$ cat config.mk
export PLATFORM = sky130hd
export DESIGN_NAME = acp_ctrl_regs
export DESIGN_NICKNAME = d
export VERILOG_FILES = /design/src/hw/acp_pkg.sv /design/src/hw/acp_spi_byte.sv /design/src/hw/acp_data_ram.sv /design/src/hw/acp_ctrl_regs.sv
export SDC_FILE = /design/constraint.sdc
export NUM_CORES = 1
export LEC_CHECK = 0
export BUFFER_PORTS_ARGS = -buffer_cell sky130_fd_sc_hd__buf_2
export CAP_MARGIN = 20
export CORE_ASPECT_RATIO = 2
export CORE_MARGIN = 2
export CORE_UTILIZATION = 55
export DETAILED_ROUTE_END_ITERATION = 6
export PLACE_DENSITY = 0.86
export REMOVE_ABC_BUFFERS = 1
export SLEW_MARGIN = 30
export SYNTH_ARGS = -nofsm -noshare
export SYNTH_HDL_FRONTEND = slang
export SYNTH_HIERARCHICAL = 1
export SYNTH_SLANG_ARGS = --single-unit
$ cat constraint.sdc
create_clock -name ref_clk -period 2.3 [get_ports ref_clk]
set_input_delay 0.46 -clock ref_clk [delete_from_list [all_inputs] [get_ports ref_clk]]
set_output_delay 0.46 -clock ref_clk [all_outputs]
set_load 0.01 [all_outputs]
$ cat src/hw/acp_pkg.sv
// constants and types shared by the control and power switch register block
package acp_pkg;

	// ----------------------------------------
	// register byte addresses
	// ----------------------------------------
	localparam logic [6:0] ADDR_PSW_LO = 7'h6e;
	localparam logic [6:0] ADDR_PSW_HI = 7'h6f;
	localparam logic [6:0] ADDR_CTRL_LO = 7'h70;
	localparam logic [6:0] ADDR_CTRL_HI = 7'h71;
	localparam logic [6:0] ADDR_SHARED = 7'h04;
	localparam logic [6:0] ADDR_STATUS = 7'h07;
	localparam logic [2:0] ADDR_CHAN_TAG = 3'h1;

	// ----------------------------------------
	// reset values and writable masks
	// ----------------------------------------
	localparam logic [15:0] PSW_RESET = 16'h0000;
	localparam logic [15:0] CTRL_RESET = 16'h0000;
	localparam logic [15:0] PSW_MASK = 16'h0003;
	localparam logic [15:0] CTRL_MASK = 16'h00ff;

	// ----------------------------------------
	// field positions
	// ----------------------------------------
	localparam int PSW_SW0_BIT = 0;
	localparam int PSW_SW1_BIT = 1;
	localparam int CTRL_SEL_BIT = 7;
	localparam int CTRL_STAT_BIT = 6;
	localparam int CTRL_STREAM_LSB = 4;
	localparam int CTRL_MODE_LSB = 0;

	// ----------------------------------------
	// streaming field codes and commands
	// ----------------------------------------
	localparam logic [1:0] STREAM_OFF = 2'h0;
	localparam logic [1:0] STREAM_READ = 2'h1;
	localparam logic [1:0] STREAM_XMIT = 2'h2;
	localparam logic [7:0] EXIT_CMD = 8'ha5;

	// ----------------------------------------
	// data store layout
	// ----------------------------------------
	localparam int DATA_W = 24;
	localparam int RAM_ENTRIES = 5;
	localparam logic [2:0] SHARED_ENTRY = 3'h4;
	localparam logic [2:0] XSLOT_STAT0 = 3'h0;
	localparam logic [2:0] XSLOT_DATA0 = 3'h2;
	localparam logic [2:0] XSLOT_LAST = 3'h4;

	typedef enum logic [2:0] {
		PH_IDLE, PH_INSTR, PH_WRITE, PH_READ, PH_STREAM, PH_DEAD
	} acp_phase_e;

endpackage

$ cat src/hw/acp_spi_byte.sv
// serial interface byte engine, clock idles high, data sampled on rising edge
`timescale 1ns/1ps
module acp_spi_byte (
	// clock and reset
	input wire logic ref_clk,
	input wire logic nrst,
	// serial pins
	input wire logic sclk,
	input wire logic cs_n,
	input wire logic mosi,
	output logic miso,
	output logic miso_oe,
	// byte side
	input wire logic [7:0] tx_byte,
	output logic rx_valid,
	output logic [7:0] rx_byte,
	output logic frame_start,
	output logic frame_end
);

	logic sclk_d_r;
	logic cs_d_r;
	logic [2:0] bit_cnt_r;
	logic [7:0] rx_sh_r;
	logic [7:0] tx_sh_r;
	logic rise;
	logic fall;

	// edges only count while selected
	assign rise = sclk & ~sclk_d_r & ~cs_n;
	assign fall = ~sclk & sclk_d_r & ~cs_n;

	// pin history and frame edges
	always_ff @(posedge ref_clk or negedge nrst) begin
		if (!nrst) begin
			sclk_d_r <= 1'b1;
			cs_d_r <= 1'b1;
			frame_start <= 1'b0;
			frame_end <= 1'b0;
			miso_oe <= 1'b0;
		end else begin
			sclk_d_r <= sclk;
			cs_d_r <= cs_n;
			frame_start <= cs_d_r & ~cs_n;
			frame_end <= ~cs_d_r & cs_n;
			miso_oe <= ~cs_n;
		end
	end

	// receive shifter, a partial byte is dropped at frame end
	always_ff @(posedge ref_clk or negedge nrst) begin
		if (!nrst) begin
			bit_cnt_r <= 3'h0;
			rx_sh_r <= 8'h00;
			rx_byte <= 8'h00;
			rx_valid <= 1'b0;
		end else begin
			rx_valid <= 1'b0;
			if (cs_n) begin
				bit_cnt_r <= 3'h0;
			end else if (rise) begin
				rx_sh_r <= {rx_sh_r[6:0], mosi};
				bit_cnt_r <= bit_cnt_r + 3'h1;
				if (bit_cnt_r == 3'h7) begin
					rx_valid <= 1'b1;
					rx_byte <= {rx_sh_r[6:0], mosi};
				end
			end
		end
	end

	// transmit shifter, a new byte is taken on the first falling edge
	always_ff @(posedge ref_clk or negedge nrst) begin
		if (!nrst) begin
			tx_sh_r <= 8'h00;
			miso <= 1'b0;
		end else if (fall) begin
			if (bit_cnt_r == 3'h0) begin
				miso <= tx_byte[7];
				tx_sh_r <= {tx_byte[6:0], 1'b0};
			end else begin
				miso <= tx_sh_r[7];
				tx_sh_r <= {tx_sh_r[6:0], 1'b0};
			end
		end
	end

endmodule

$ cat src/hw/acp_data_ram.sv
// conversion result store, one word per channel plus a shared word
`timescale 1ns/1ps
module acp_data_ram (
	// clock and reset
	input wire logic ref_clk,
	input wire logic nrst,
	// write port
	input wire logic we,
	input wire logic [2:0] waddr,
	input wire logic [acp_pkg::DATA_W-1:0] wdata,
	// read port
	input wire logic [2:0] raddr,
	output logic [acp_pkg::DATA_W-1:0] rdata
);

	logic [acp_pkg::DATA_W-1:0] mem_r [acp_pkg::RAM_ENTRIES];

	// entries reset so a read before any conversion returns zero
	for (genvar i = 0; i < acp_pkg::RAM_ENTRIES; i++) begin : g_ent
		always_ff @(posedge ref_clk or negedge nrst) begin
			if (!nrst) begin
				mem_r[i] <= '0;
			end else if (we && waddr == 3'(i)) begin
				mem_r[i] <= wdata;
			end
		end
	end

	// registered read, unmapped entries read zero
	always_ff @(posedge ref_clk or negedge nrst) begin
		if (!nrst) begin
			rdata <= '0;
		end else if (raddr < 3'(acp_pkg::RAM_ENTRIES)) begin
			rdata <= mem_r[raddr];
		end else begin
			rdata <= '0;
		end
	end

endmodule

$ cat src/hw/acp_ctrl_regs.sv
// converter control and power switch registers behind the serial port
// Function
// (RL1) bit 0 closes switch from pin zero
// (RL2) bit 1 closes switch from pin one
// (RL3) switch register at 0x6e/0x6f, resets zero
// (RL4) control register at 0x70/0x71, resets zero
// (RL5) control write resets filter and sequencer
// (RL6) select 0 writes per-channel data registers
// (RL7) per-channel: ready after whole sequence
// (RL8) host avoids repeat in per-channel mode
// (RL9) select 1: shared register, ready per channel
// (RL10) shared register overwritten; host reads promptly
// (RL11) shared mode: status readable with data
// (RL12) streaming read: status follows the result
// (RL13) streaming transmit: status is first byte
// (RL14) transmit with checksum repeats status byte
// (RL15) status disabled: no status byte streamed
// (RL16) host keeps select low through status
// (RL17) streaming only in continuous conversion mode; streaming starts whatever mode_sel holds
// (RL18) exit command leaves streaming read mode
// (RL19) reserved bits read zero, ignore writes
`timescale 1ns/1ps
module acp_ctrl_regs (
	// clock and reset
	input wire logic ref_clk,
	input wire logic nrst,
	// serial pins
	input wire logic sclk,
	input wire logic cs_n,
	input wire logic mosi,
	output logic miso,
	output logic miso_oe,
	// conversion results from the filter
	input wire logic conv_done,
	input wire logic conv_last,
	input wire logic [1:0] conv_chan,
	input wire logic [acp_pkg::DATA_W-1:0] conv_data,
	input wire logic crc_enable,
	// converter control
	output logic rdy_n,
	output logic filter_reset,
	output logic [3:0] mode_sel,
	// power switches
	output logic low_side_switch_zero,
	output logic low_side_switch_one,
	// continuous transmit byte stream
	output logic stream_valid,
	output logic [7:0] stream_byte
);

	// ----------------------------------------
	// state
	// ----------------------------------------
	acp_pkg::acp_phase_e phase_r;
	logic [6:0] addr_r;
	logic [15:0] psw_r;
	logic [15:0] ctrl_r;
	logic rdy_n_r;
	logic filter_reset_r;
	logic data_rd_r;
	logic [1:0] last_ch_r;
	logic [7:0] tx_byte_r;
	logic [7:0] tx_nxt;
	logic [7:0] status_w;
	logic xact_r;
	logic [2:0] xslot_r;
	logic [acp_pkg::DATA_W-1:0] cap_r;
	logic [acp_pkg::DATA_W-1:0] rdata;
	logic [2:0] raddr;
	logic [2:0] waddr;
	logic rx_valid;
	logic [7:0] rx_byte;
	logic frame_start;
	logic frame_end;
	logic wr_hit;
	logic ctrl_wr;
	logic stream_exit;
	logic share;
	logic stat_en;
	logic [1:0] stream_sel;
	logic set_rdy;

	assign share = ctrl_r[acp_pkg::CTRL_SEL_BIT];
	assign stat_en = ctrl_r[acp_pkg::CTRL_STAT_BIT];
	assign stream_sel = ctrl_r[acp_pkg::CTRL_STREAM_LSB +: 2];
	assign wr_hit = (phase_r == acp_pkg::PH_WRITE) && rx_valid;
	assign ctrl_wr = wr_hit && (addr_r == acp_pkg::ADDR_CTRL_LO ||
		addr_r == acp_pkg::ADDR_CTRL_HI);
	assign stream_exit = (phase_r == acp_pkg::PH_STREAM) && rx_valid &&
		addr_r == acp_pkg::ADDR_SHARED && rx_byte == acp_pkg::EXIT_CMD;
	assign status_w = {rdy_n_r, 5'h00, last_ch_r};

	// outputs straight from their flops
	assign rdy_n = rdy_n_r;
	assign filter_reset = filter_reset_r;
	assign mode_sel = ctrl_r[acp_pkg::CTRL_MODE_LSB +: 4];
	assign low_side_switch_zero = psw_r[acp_pkg::PSW_SW0_BIT]; // RL1
	assign low_side_switch_one = psw_r[acp_pkg::PSW_SW1_BIT]; // RL2

	// ----------------------------------------
	// serial byte engine and result store
	// ----------------------------------------
	acp_spi_byte u_spi (
		.ref_clk(ref_clk),
		.nrst(nrst),
		.sclk(sclk),
		.cs_n(cs_n),
		.mosi(mosi),
		.miso(miso),
		.miso_oe(miso_oe),
		.tx_byte(tx_byte_r),
		.rx_valid(rx_valid),
		.rx_byte(rx_byte),
		.frame_start(frame_start),
		.frame_end(frame_end)
	);

	// per-channel entry when not shared, else the common entry
	assign waddr = share ? acp_pkg::SHARED_ENTRY : {1'b0, conv_chan}; // RL6 RL10
	assign raddr = (addr_r[6:4] == acp_pkg::ADDR_CHAN_TAG) ?
		{1'b0, addr_r[3:2]} : acp_pkg::SHARED_ENTRY;

	acp_data_ram u_ram (
		.ref_clk(ref_clk),
		.nrst(nrst),
		.we(conv_done),
		.waddr(waddr),
		.wdata(conv_data),
		.raddr(raddr),
		.rdata(rdata)
	);

	// ----------------------------------------
	// frame sequencing
	// ----------------------------------------
	// a streaming frame needs no instruction byte and starts at the result
	always_ff @(posedge ref_clk or negedge nrst) begin
		if (!nrst) begin
			phase_r <= acp_pkg::PH_IDLE;
			addr_r <= 7'h00;
		end else if (frame_start) begin
			if (stream_sel == acp_pkg::STREAM_READ && !rdy_n_r) begin
				phase_r <= acp_pkg::PH_STREAM;
				addr_r <= acp_pkg::ADDR_SHARED;
			end else begin
				phase_r <= acp_pkg::PH_INSTR;
			end
		end else if (frame_end) begin
			phase_r <= acp_pkg::PH_IDLE;
		end else if (rx_valid) begin
			case (phase_r)
				acp_pkg::PH_INSTR: begin
					addr_r <= rx_byte[6:0];
					phase_r <= rx_byte[7] ? acp_pkg::PH_READ : acp_pkg::PH_WRITE;
				end
				acp_pkg::PH_STREAM: begin
					if (stream_exit) begin
						phase_r <= acp_pkg::PH_DEAD; // RL18
					end else begin
						addr_r <= addr_r + 7'h01;
					end
				end
				acp_pkg::PH_WRITE, acp_pkg::PH_READ: begin
					addr_r <= addr_r + 7'h01;
				end
				default: begin
					phase_r <= phase_r;
				end
			endcase
		end
	end

	// ----------------------------------------
	// registers
	// ----------------------------------------
	// switch register, reserved bits masked off on write
	always_ff @(posedge ref_clk or negedge nrst) begin
		if (!nrst) begin
			psw_r <= acp_pkg::PSW_RESET; // RL3
		end else if (wr_hit && addr_r == acp_pkg::ADDR_PSW_LO) begin
			psw_r[7:0] <= rx_byte & acp_pkg::PSW_MASK[7:0]; // RL19
		end else if (wr_hit && addr_r == acp_pkg::ADDR_PSW_HI) begin
			psw_r[15:8] <= rx_byte & acp_pkg::PSW_MASK[15:8]; // RL19
		end
	end

	// control register; the exit command drops streaming read
	always_ff @(posedge ref_clk or negedge nrst) begin
		if (!nrst) begin
			ctrl_r <= acp_pkg::CTRL_RESET; // RL4
		end else if (wr_hit && addr_r == acp_pkg::ADDR_CTRL_LO) begin
			ctrl_r[7:0] <= rx_byte & acp_pkg::CTRL_MASK[7:0];
		end else if (wr_hit && addr_r == acp_pkg::ADDR_CTRL_HI) begin
			ctrl_r[15:8] <= rx_byte & acp_pkg::CTRL_MASK[15:8]; // RL19
		end else if (stream_exit) begin
			ctrl_r[acp_pkg::CTRL_STREAM_LSB +: 2] <= acp_pkg::STREAM_OFF; // RL18
		end
	end

	// any byte written to the control register restarts the filter
	always_ff @(posedge ref_clk or negedge nrst) begin
		if (!nrst) begin
			filter_reset_r <= 1'b0;
		end else begin
			filter_reset_r <= ctrl_wr; // RL5
		end
	end

	// ----------------------------------------
	// data ready
	// ----------------------------------------
	// per-channel mode waits for the last channel of the sequence
	assign set_rdy = conv_done && (share || conv_last); // RL7 RL9

	// a new result wins over a release in the same cycle
	always_ff @(posedge ref_clk or negedge nrst) begin
		if (!nrst) begin
			rdy_n_r <= 1'b1;
		end else if (set_rdy) begin
			rdy_n_r <= 1'b0; // RL7 RL9
		end else if (ctrl_wr || (frame_end && data_rd_r)) begin
			rdy_n_r <= 1'b1; // RL5
		end
	end

	// remembers whether this frame touched the result area
	always_ff @(posedge ref_clk or negedge nrst) begin
		if (!nrst) begin
			data_rd_r <= 1'b0;
			last_ch_r <= 2'h0;
		end else begin
			if (frame_end || frame_start) begin
				data_rd_r <= 1'b0;
			end else if (rx_valid && addr_r[6:5] == 2'h0 &&
				(phase_r == acp_pkg::PH_READ ||
				phase_r == acp_pkg::PH_STREAM)) begin
				data_rd_r <= 1'b1;
			end
			if (conv_done) begin
				last_ch_r <= conv_chan;
			end
		end
	end

	// ----------------------------------------
	// read byte mux
	// ----------------------------------------
	// result bytes go most significant first
	always_comb begin
		tx_nxt = 8'h00;
		if (phase_r == acp_pkg::PH_READ || phase_r == acp_pkg::PH_STREAM) begin
			if (addr_r == acp_pkg::ADDR_PSW_LO) begin
				tx_nxt = psw_r[7:0];
			end else if (addr_r == acp_pkg::ADDR_PSW_HI) begin
				tx_nxt = psw_r[15:8];
			end else if (addr_r == acp_pkg::ADDR_CTRL_LO) begin
				tx_nxt = ctrl_r[7:0];
			end else if (addr_r == acp_pkg::ADDR_CTRL_HI) begin
				tx_nxt = ctrl_r[15:8];
			end else if (addr_r == acp_pkg::ADDR_STATUS) begin
				// RL11 RL12 RL15
				if (share && (phase_r == acp_pkg::PH_READ || stat_en)) begin
					tx_nxt = status_w;
				end
			end else if ((addr_r[6:2] == acp_pkg::ADDR_SHARED[6:2] ||
				addr_r[6:4] == acp_pkg::ADDR_CHAN_TAG) &&
				addr_r[1:0] != 2'h3) begin
				if (addr_r[1:0] == 2'h0) begin
					tx_nxt = rdata[23:16];
				end else if (addr_r[1:0] == 2'h1) begin
					tx_nxt = rdata[15:8];
				end else begin
					tx_nxt = rdata[7:0];
				end
			end
		end
	end

	// registered so the shifter sees a stable byte
	always_ff @(posedge ref_clk or negedge nrst) begin
		if (!nrst) begin
			tx_byte_r <= 8'h00;
		end else begin
			tx_byte_r <= tx_nxt;
		end
	end

	// ----------------------------------------
	// continuous transmit
	// ----------------------------------------
	// slots: status, repeated status, then three result bytes
	always_ff @(posedge ref_clk or negedge nrst) begin
		if (!nrst) begin
			xact_r <= 1'b0;
			xslot_r <= acp_pkg::XSLOT_STAT0;
			cap_r <= '0;
		end else if (ctrl_wr) begin
			xact_r <= 1'b0; // RL5
		end else if (conv_done && stream_sel == acp_pkg::STREAM_XMIT) begin
			xact_r <= 1'b1;
			cap_r <= conv_data;
			// RL13 RL15
			xslot_r <= stat_en ? acp_pkg::XSLOT_STAT0 : acp_pkg::XSLOT_DATA0;
		end else if (xact_r) begin
			if (xslot_r == acp_pkg::XSLOT_LAST) begin
				xact_r <= 1'b0;
			end else if (xslot_r == acp_pkg::XSLOT_STAT0 && !crc_enable) begin
				xslot_r <= acp_pkg::XSLOT_DATA0;
			end else begin
				xslot_r <= xslot_r + 3'h1; // RL14
			end
		end
	end

	// one byte per clock while a transmission runs
	always_ff @(posedge ref_clk or negedge nrst) begin
		if (!nrst) begin
			stream_valid <= 1'b0;
			stream_byte <= 8'h00;
		end else begin
			stream_valid <= xact_r && !ctrl_wr;
			if (xslot_r < acp_pkg::XSLOT_DATA0) begin
				stream_byte <= status_w; // RL13 RL14
			end else if (xslot_r == acp_pkg::XSLOT_DATA0) begin
				stream_byte <= cap_r[23:16];
			end else if (xslot_r == acp_pkg::XSLOT_LAST) begin
				stream_byte <= cap_r[7:0];
			end else begin
				stream_byte <= cap_r[15:8];
			end
		end
	end
endmodule

# Yosys cells after proc, flatten, opt, wreduce, memory -nomap -nowiden
# Cells that the tools add are included.
word_totals:
  register_bits: 247
  input_bits: 34
  out_inout_bits: 19
  word_cells: 190
classes:
  n_addsub: 3
  n_lt_le_gt_ge: 3
  n_eq_ne: 30
  n_mux: 55
  n_bitwise: 12
  reduce_logical: 55
ops:
  columns: ["cell", "count"]
  rows:
  - ["$mux 8", 14]
  - ["$bmux 24 s3", 1]
  - ["$mux 24", 3]
  - ["$mux 3", 13]
  - ["$mux 7", 5]
  - ["$eq 7x7->1 const B", 4]
  - ["$logic_and 1x1->1", 23]
  - ["$pmux 7 s3", 1]
  - ["$eq 3x2->1 const B", 5]
  - ["$eq 7x3->1 const B", 2]
  - ["$mux 1", 13]
  - ["$eq 3x3->1 const B", 4]
  - ["$reduce_bool 2->1", 6]
  - ["$eq 3x1->1 const B", 3]
  - ["$logic_not 3->1", 3]
  - ["$reduce_and 3->1", 3]
  - ["$eq 8x8->1 const B", 1]
  - ["$mux 2", 4]
  - ["$ne 2x2->1 const B", 4]
  - ["$reduce_bool 4->1", 2]
  - ["$add 7x1->7 const B", 1]
  - ["$logic_or 1x1->1", 7]
  - ["$add 3x1->3 const B", 2]
  - ["$and 1x1->1", 6]
  - ["18 further kinds", 28]

# Logic depth before layout (Yosys ltp)
logic_depth:
  ltp_word: 10
  ltp_mapped: 9

# Hierarchy
# Netlist, hierarchy kept.
by_module_without_submodules:
  columns: ["mod", "instances", "cells_per_inst", "area_per_inst_um2"]
  rows:
  - ["acp_data_ram", 1, 395, 6109.6]
  - ["acp_ctrl_regs", 1, 334, 3515.9]
  - ["acp_spi_byte", 1, 94, 1342.5]

# Worst setup path before layout
# Ideal clock, no wire load.
synth_path:
  path_kind: "register to register"
  start: "register addr_r[1]"
  end: "register cap_r[10] (netlist name)"
  setup_time_ps: 125
  t_arrival_ps: 2061
  t_required_ps: 2175
  setup_slack_ps: 114
  path_stages_with_launch: 8
  synth_period_minus_slack_ps: 2186
  path_cell_list: "dfrtp_1 -> inv_1 -> ha_1 -> clkbuf_1 -> o2111a_1 -> nor2_1 -> buf_2 -> mux2_2"
synth_between:
  elab_chain_len: 5
  elab_cells_between_ends: 6
  cone_classes: "eq/ne (2); bitwise (1); reduce/logical (3)"
synth_lines:
  columns: ["element", "line_no", "source"]
  rows:
  - ["start: declaration", "acp_ctrl_regs.sv:55", "logic [6:0] addr_r;"]
  - ["start signal: assignment", "acp_ctrl_regs.sv:144", "addr_r <= acp_pkg::ADDR_SHARED;"]
  - ["start signal: assignment", "acp_ctrl_regs.sv:153", "addr_r <= rx_byte[6:0];"]
  - ["start signal: assignment", "acp_ctrl_regs.sv:160", "addr_r <= addr_r + 7'h01;"]
  - ["$eq 7x7->1, on equally long branches", "acp_ctrl_regs.sv:87, acp_ctrl_regs.sv:88", null]
  - ["$logic_or 1x1->1 *", "acp_ctrl_regs.sv:87", "assign ctrl_wr = wr_hit && (addr_r == acp_pkg::ADDR_CTRL_LO ||"]
  - ["$logic_and 1x1->1 *", "acp_ctrl_regs.sv:87", null]
  - ["named net ctrl_wr", "acp_ctrl_regs.sv:76", "logic ctrl_wr;"]
  - ["$not 1->1 (no line) *", null, null]
  - ["$reduce_and 2->1 (no line) *", null, null]
  - ["end signal: assignment", "acp_ctrl_regs.sv:301", "cap_r <= conv_data;"]
  - ["end: declaration", "acp_ctrl_regs.sv:67", "logic [acp_pkg::DATA_W-1:0] cap_r;"]
# The timed path passes the listed nets; every way through them passes the cells marked *.
# A chain may end at the register's enable or synchronous reset.

# Worst setup path in the final report
layout_path:
  start: "register phase_r[2]"
  end: "register addr_r[2]"
layout_between:
  elab_chain_len: 6
  elab_cells_between_ends: 15
  cone_classes: "eq/ne (5); mux (4); reduce/logical (6)"
layout_lines:
  columns: ["element", "line_no", "source"]
  rows:
  - ["start: declaration", "acp_ctrl_regs.sv:54", "acp_pkg::acp_phase_e phase_r;"]
  - ["start signal: assignment", "acp_ctrl_regs.sv:139", "phase_r <= acp_pkg::PH_IDLE;"]
  - ["start signal: assignment", "acp_ctrl_regs.sv:143", "phase_r <= acp_pkg::PH_STREAM;"]
  - ["start signal: assignment", "acp_ctrl_regs.sv:146", "phase_r <= acp_pkg::PH_INSTR;"]
  - ["$eq 3x2->1 or $eq 3x3->1 (tied branches)", "acp_ctrl_regs.sv:151, acp_ctrl_regs.sv:89", null]
  - ["$reduce_or 2->1 or $logic_and 1x1->1 (tied branches)", "acp_ctrl_regs.sv:151, acp_ctrl_regs.sv:89", null]
  - ["$pmux 7 s3 or $logic_and 1x1->1 (tied branches)", "acp_ctrl_regs.sv:151, acp_ctrl_regs.sv:89", null]
  - ["$mux 7 or $logic_and 1x1->1 (tied branches)", "acp_ctrl_regs.sv:150, acp_ctrl_regs.sv:90", null]
  - ["$mux 7 or $ne 3x2->1 (tied branches)", null, null]
  - ["$mux 7 or $reduce_and 5->1 (tied branches)", null, null]
# Parallel ways exist; a longest one is shown, timed or not. The select of a mux whose other input is x is not followed.

==> flow_summary.toml <==
[routing]
wl_per_cell_um = 21.41
ant_nets = 0
wirelength_um = 25030
num_vias = 6941
via_per_inst = 5.938
drc = 0
drt_iter0_markers = 428
drt-pass1-iter-count = 5

[setup_path]
criticalPathCategory = "reg -> reg"
start_kind = "flop"
cp.arrival_ns = 2.57
path_max_fanout = 9
cp_cell_sequence = "or3b_1, or4_4, o21ai_4, nand2b_2, o211a_1"
critPathTopFamily = "simple AND/OR/NAND/NOR gates"
worstSetupEndpointType = "flop"
slowest_stage = "or4_4"
cp_num_buf_inv = 0
crit_path_max_incr_delay_ns = 0.58
worst-endpoint-required_ns = 2.70

[placement]
post-place-ws_ns = 0.08760
place.gp.congestion = 0.9355
place_inst = 1134
place_hpwl_um = 17090
numPortBuffers = 52

[sta]
relSlewSlack = 0.5414
layout_setup_ws_ns = 0.1309
min_period_ns = 2.169
worst_pin_slew_ns = 0.6862
post-route-period-util = 0.9431
rsz0062_at_grt = "false"
max_freq_mhz = 461.0
setup_viol = 0
hold_viol = 0
fin_skew_ns = 0.007762
slew_viol_final = 0

[yosys]
async_reset_ff_frac = 1.000
syn_area_um2 = 10970
synth_cell_types = 70
synthFlopType = "dfrtp_1"
synth_edf_count = 0
synth.most_common_cell = "dfrtp_1"
ys_seq_area_frac = 0.5616
synth_area_leader_cell = "dfrtp_1"
synth_top_area_share = 0.5544
synth_cells = 823
synth_seq_cells = 246
synth_area_leaders = "dfrtp_1 (55%), mux2_2 (18%), mux2i_1 (4.1%)"
ys_top_cells_by_count = "dfrtp_1 (243), mux2_2 (178), nor2_1 (63)"
synth_area_per_cell_um2 = 13.33
yosys_warnings = 6

[clock_network]
postCtsSetupRepairBufs = 0
cts.htree.levels = 1
clkTransAtPathRegs_ns = 0.07
cts_buffers = 20
cts_root_buf = "clkbuf_16"
clock_latency_ns = 0.51
clk_path_buf_depth = 3
cts_tree = "built"
cts_sinks = 246

[final_layout]
nFillCells = 1497
finalNetCount = 939
seq_area_um2 = 6161
antennaDiodeCount = 0
multiInputGateArea_um2 = 4463
syn_to_final_growth_pct = 12.97
final_cells = 1169
final_layout_size_suffix_gt1_frac = 0.3760

[die]
die_x_um = 103.9
io_pins = 53
start_util = 0.5559
rows = 73
die_area_um2 = 21160
core_um2 = 19730
die_h_um = 203.7

[run_status]
status = "finished clean"

[global_routing]
grt_max_degree = 79
first_global_vias = 7674
grtUsageMet3 = 0.02844
grt_pass1_wl_um = 40480
grt_overflow = 0
globalRouteMet1Util = 0.2623
met2_usage = 0.4594
grt_util_all_layers = 0.2443
grt_busiest_layer = "met2"
antenna_found_initial = 0

[min_path]
min_path_type = "in -> reg"

[power]
power_density_nw_per_um2 = 742.6
irDropWorstVdd_mv = 0.5266
p_leak_nw = 5.758

[job]
max-cap-violations = 0
[what timing repair did]
item | CTS | global route
setup endpoints to repair | 0 | 4
hold buffers | 1 | 0
resized for setup | 0 | 1
endpoints found under the hold margin | 72 | 0
[kinds of logic after synthesis]
logic type / count (synthesis) / synth area share
flops: 246 / 0.5616
mux: 238 / 0.2440
simple gates: 175 / 0.08362
compound gates: 94 / 0.06457
buf+inv: 59 / 0.03400
fa+ha+maj: 10 / 0.01141
xor+xnor: 1 / 0.0007987
[metal layers]
layer  part of all wire  wire length, um  up-vias
li1                   -                -     3095
met5                  0                0        -
met3              0.035              874       89
met4              0.055             1371        0
met2               0.55            13660      206
met1               0.36             9118     3551
[cell usage in the layout (no fill, tap or decap), types with 3 or more instances in the layout]
cell type,synthesis,final
nand2_1,42,42
buf_4,7,37
buf_12,1,9
mux2_2,178,178
mux2i_1,45,45
mux2_4,14,14
a22oi_1,7,7
nor2_1,63,60
dfstp_2,3,3
a21oi_1,13,13
nor2b_1,4,4
a221o_1,23,23
nand3_1,20,20
clkbuf_8,0,6
dfrtp_1,243,242
or3_1,4,4
inv_1,10,10
ha_1,10,10
clkbuf_1,13,4
clkbuf_16,0,21
buf_2,14,51
a31oi_1,4,4
and3_1,5,5
a311oi_1,5,5
nor3_1,3,3
nand3b_1,3,3
o21ai_0,20,20
nand2b_1,4,4
and4bb_1,3,3
[through the flow]
step | hold slack (ns) | TNS [ns] | util | total power, W | cell area [um^2]
2_1_floorplan | 0.1644 | -54.44 | - | 0.005460 | 10630
3_3_place_gp | 0.4616 | 0 | 0.5934 | 0.005736 | 11710
3_5_place_dp | 0.4750 | 0 | 0.5939 | 0.005806 | 11720
4_1_cts | 0.07158 | 0 | 0.6280 | 0.009280 | 12390
5_1_grt | 0.07663 | 0 | 0.6280 | 0.009544 | 12390
6_report | 0.08308 | 0 | 0.6280 | 0.009201 | 12390
[registers in the layout, indices dropped and copies added, names as in the netlist, 3 cells and up]
| register | flops |
|---|---|
| u_ram/rdata | 24 |
| xslot_r | 3 |
| tx_byte_r | 8 |
| u_spi/tx_sh_r | 7 |
| u_spi/rx_sh_r | 7 |
| phase_r | 3 |
| u_spi/rx_byte | 8 |
| u_ram/mem_r | 120 |
| cap_r | 24 |
| stream_byte | 8 |
| ctrl_r | 8 |
| u_spi/bit_cnt_r | 3 |
| addr_r | 7 |
[cell type report]
class / instances / area share
clock inverter: 3 / 0.003231
sequential: 246 / 0.4972
inverter: 10 / 0.003029
tap: 262 / 0.02646
clock buffer: 31 / 0.05029
multi-input combinational: 518 / 0.3602
timing repair buffer: 99 / 0.05958
[power breakdown]
group	switching [W]	internal [W]	leakage, nW	total (W)
clock	0.00149	0.00197	0.329	0.00346
sequential	0.000236	0.00473	3.18	0.00497
combinational	0.000338	0.000430	2.25	0.000768
[path summary, 6_finish.rpt]
path | start | end | cells past startpoint | slack [ns]
min in group asynchronous | nrst | u_ram/mem_r[8]$_DFFE_PN0P_ | 2 | 0.55
worst max register to register | phase_r[2]$_DFFE_PN0P_ | addr_r[2]$_DFFE_PN0P_ | 5 | 0.13
worst max-delay path | phase_r[2]$_DFFE_PN0P_ | addr_r[2]$_DFFE_PN0P_ | 5 | 0.13
worst min register to register | u_spi/cs_d_r$_DFF_PN1_ | u_spi/frame_end$_DFF_PN0_ | 1 | 0.49
worst min-delay path | sclk | u_spi/sclk_d_r$_DFF_PN1_ | 1 | 0.08
max in group asynchronous | nrst | u_spi/cs_d_r$_DFF_PN1_ | 3 | 1.07
(Power assumes the default switching activity.)
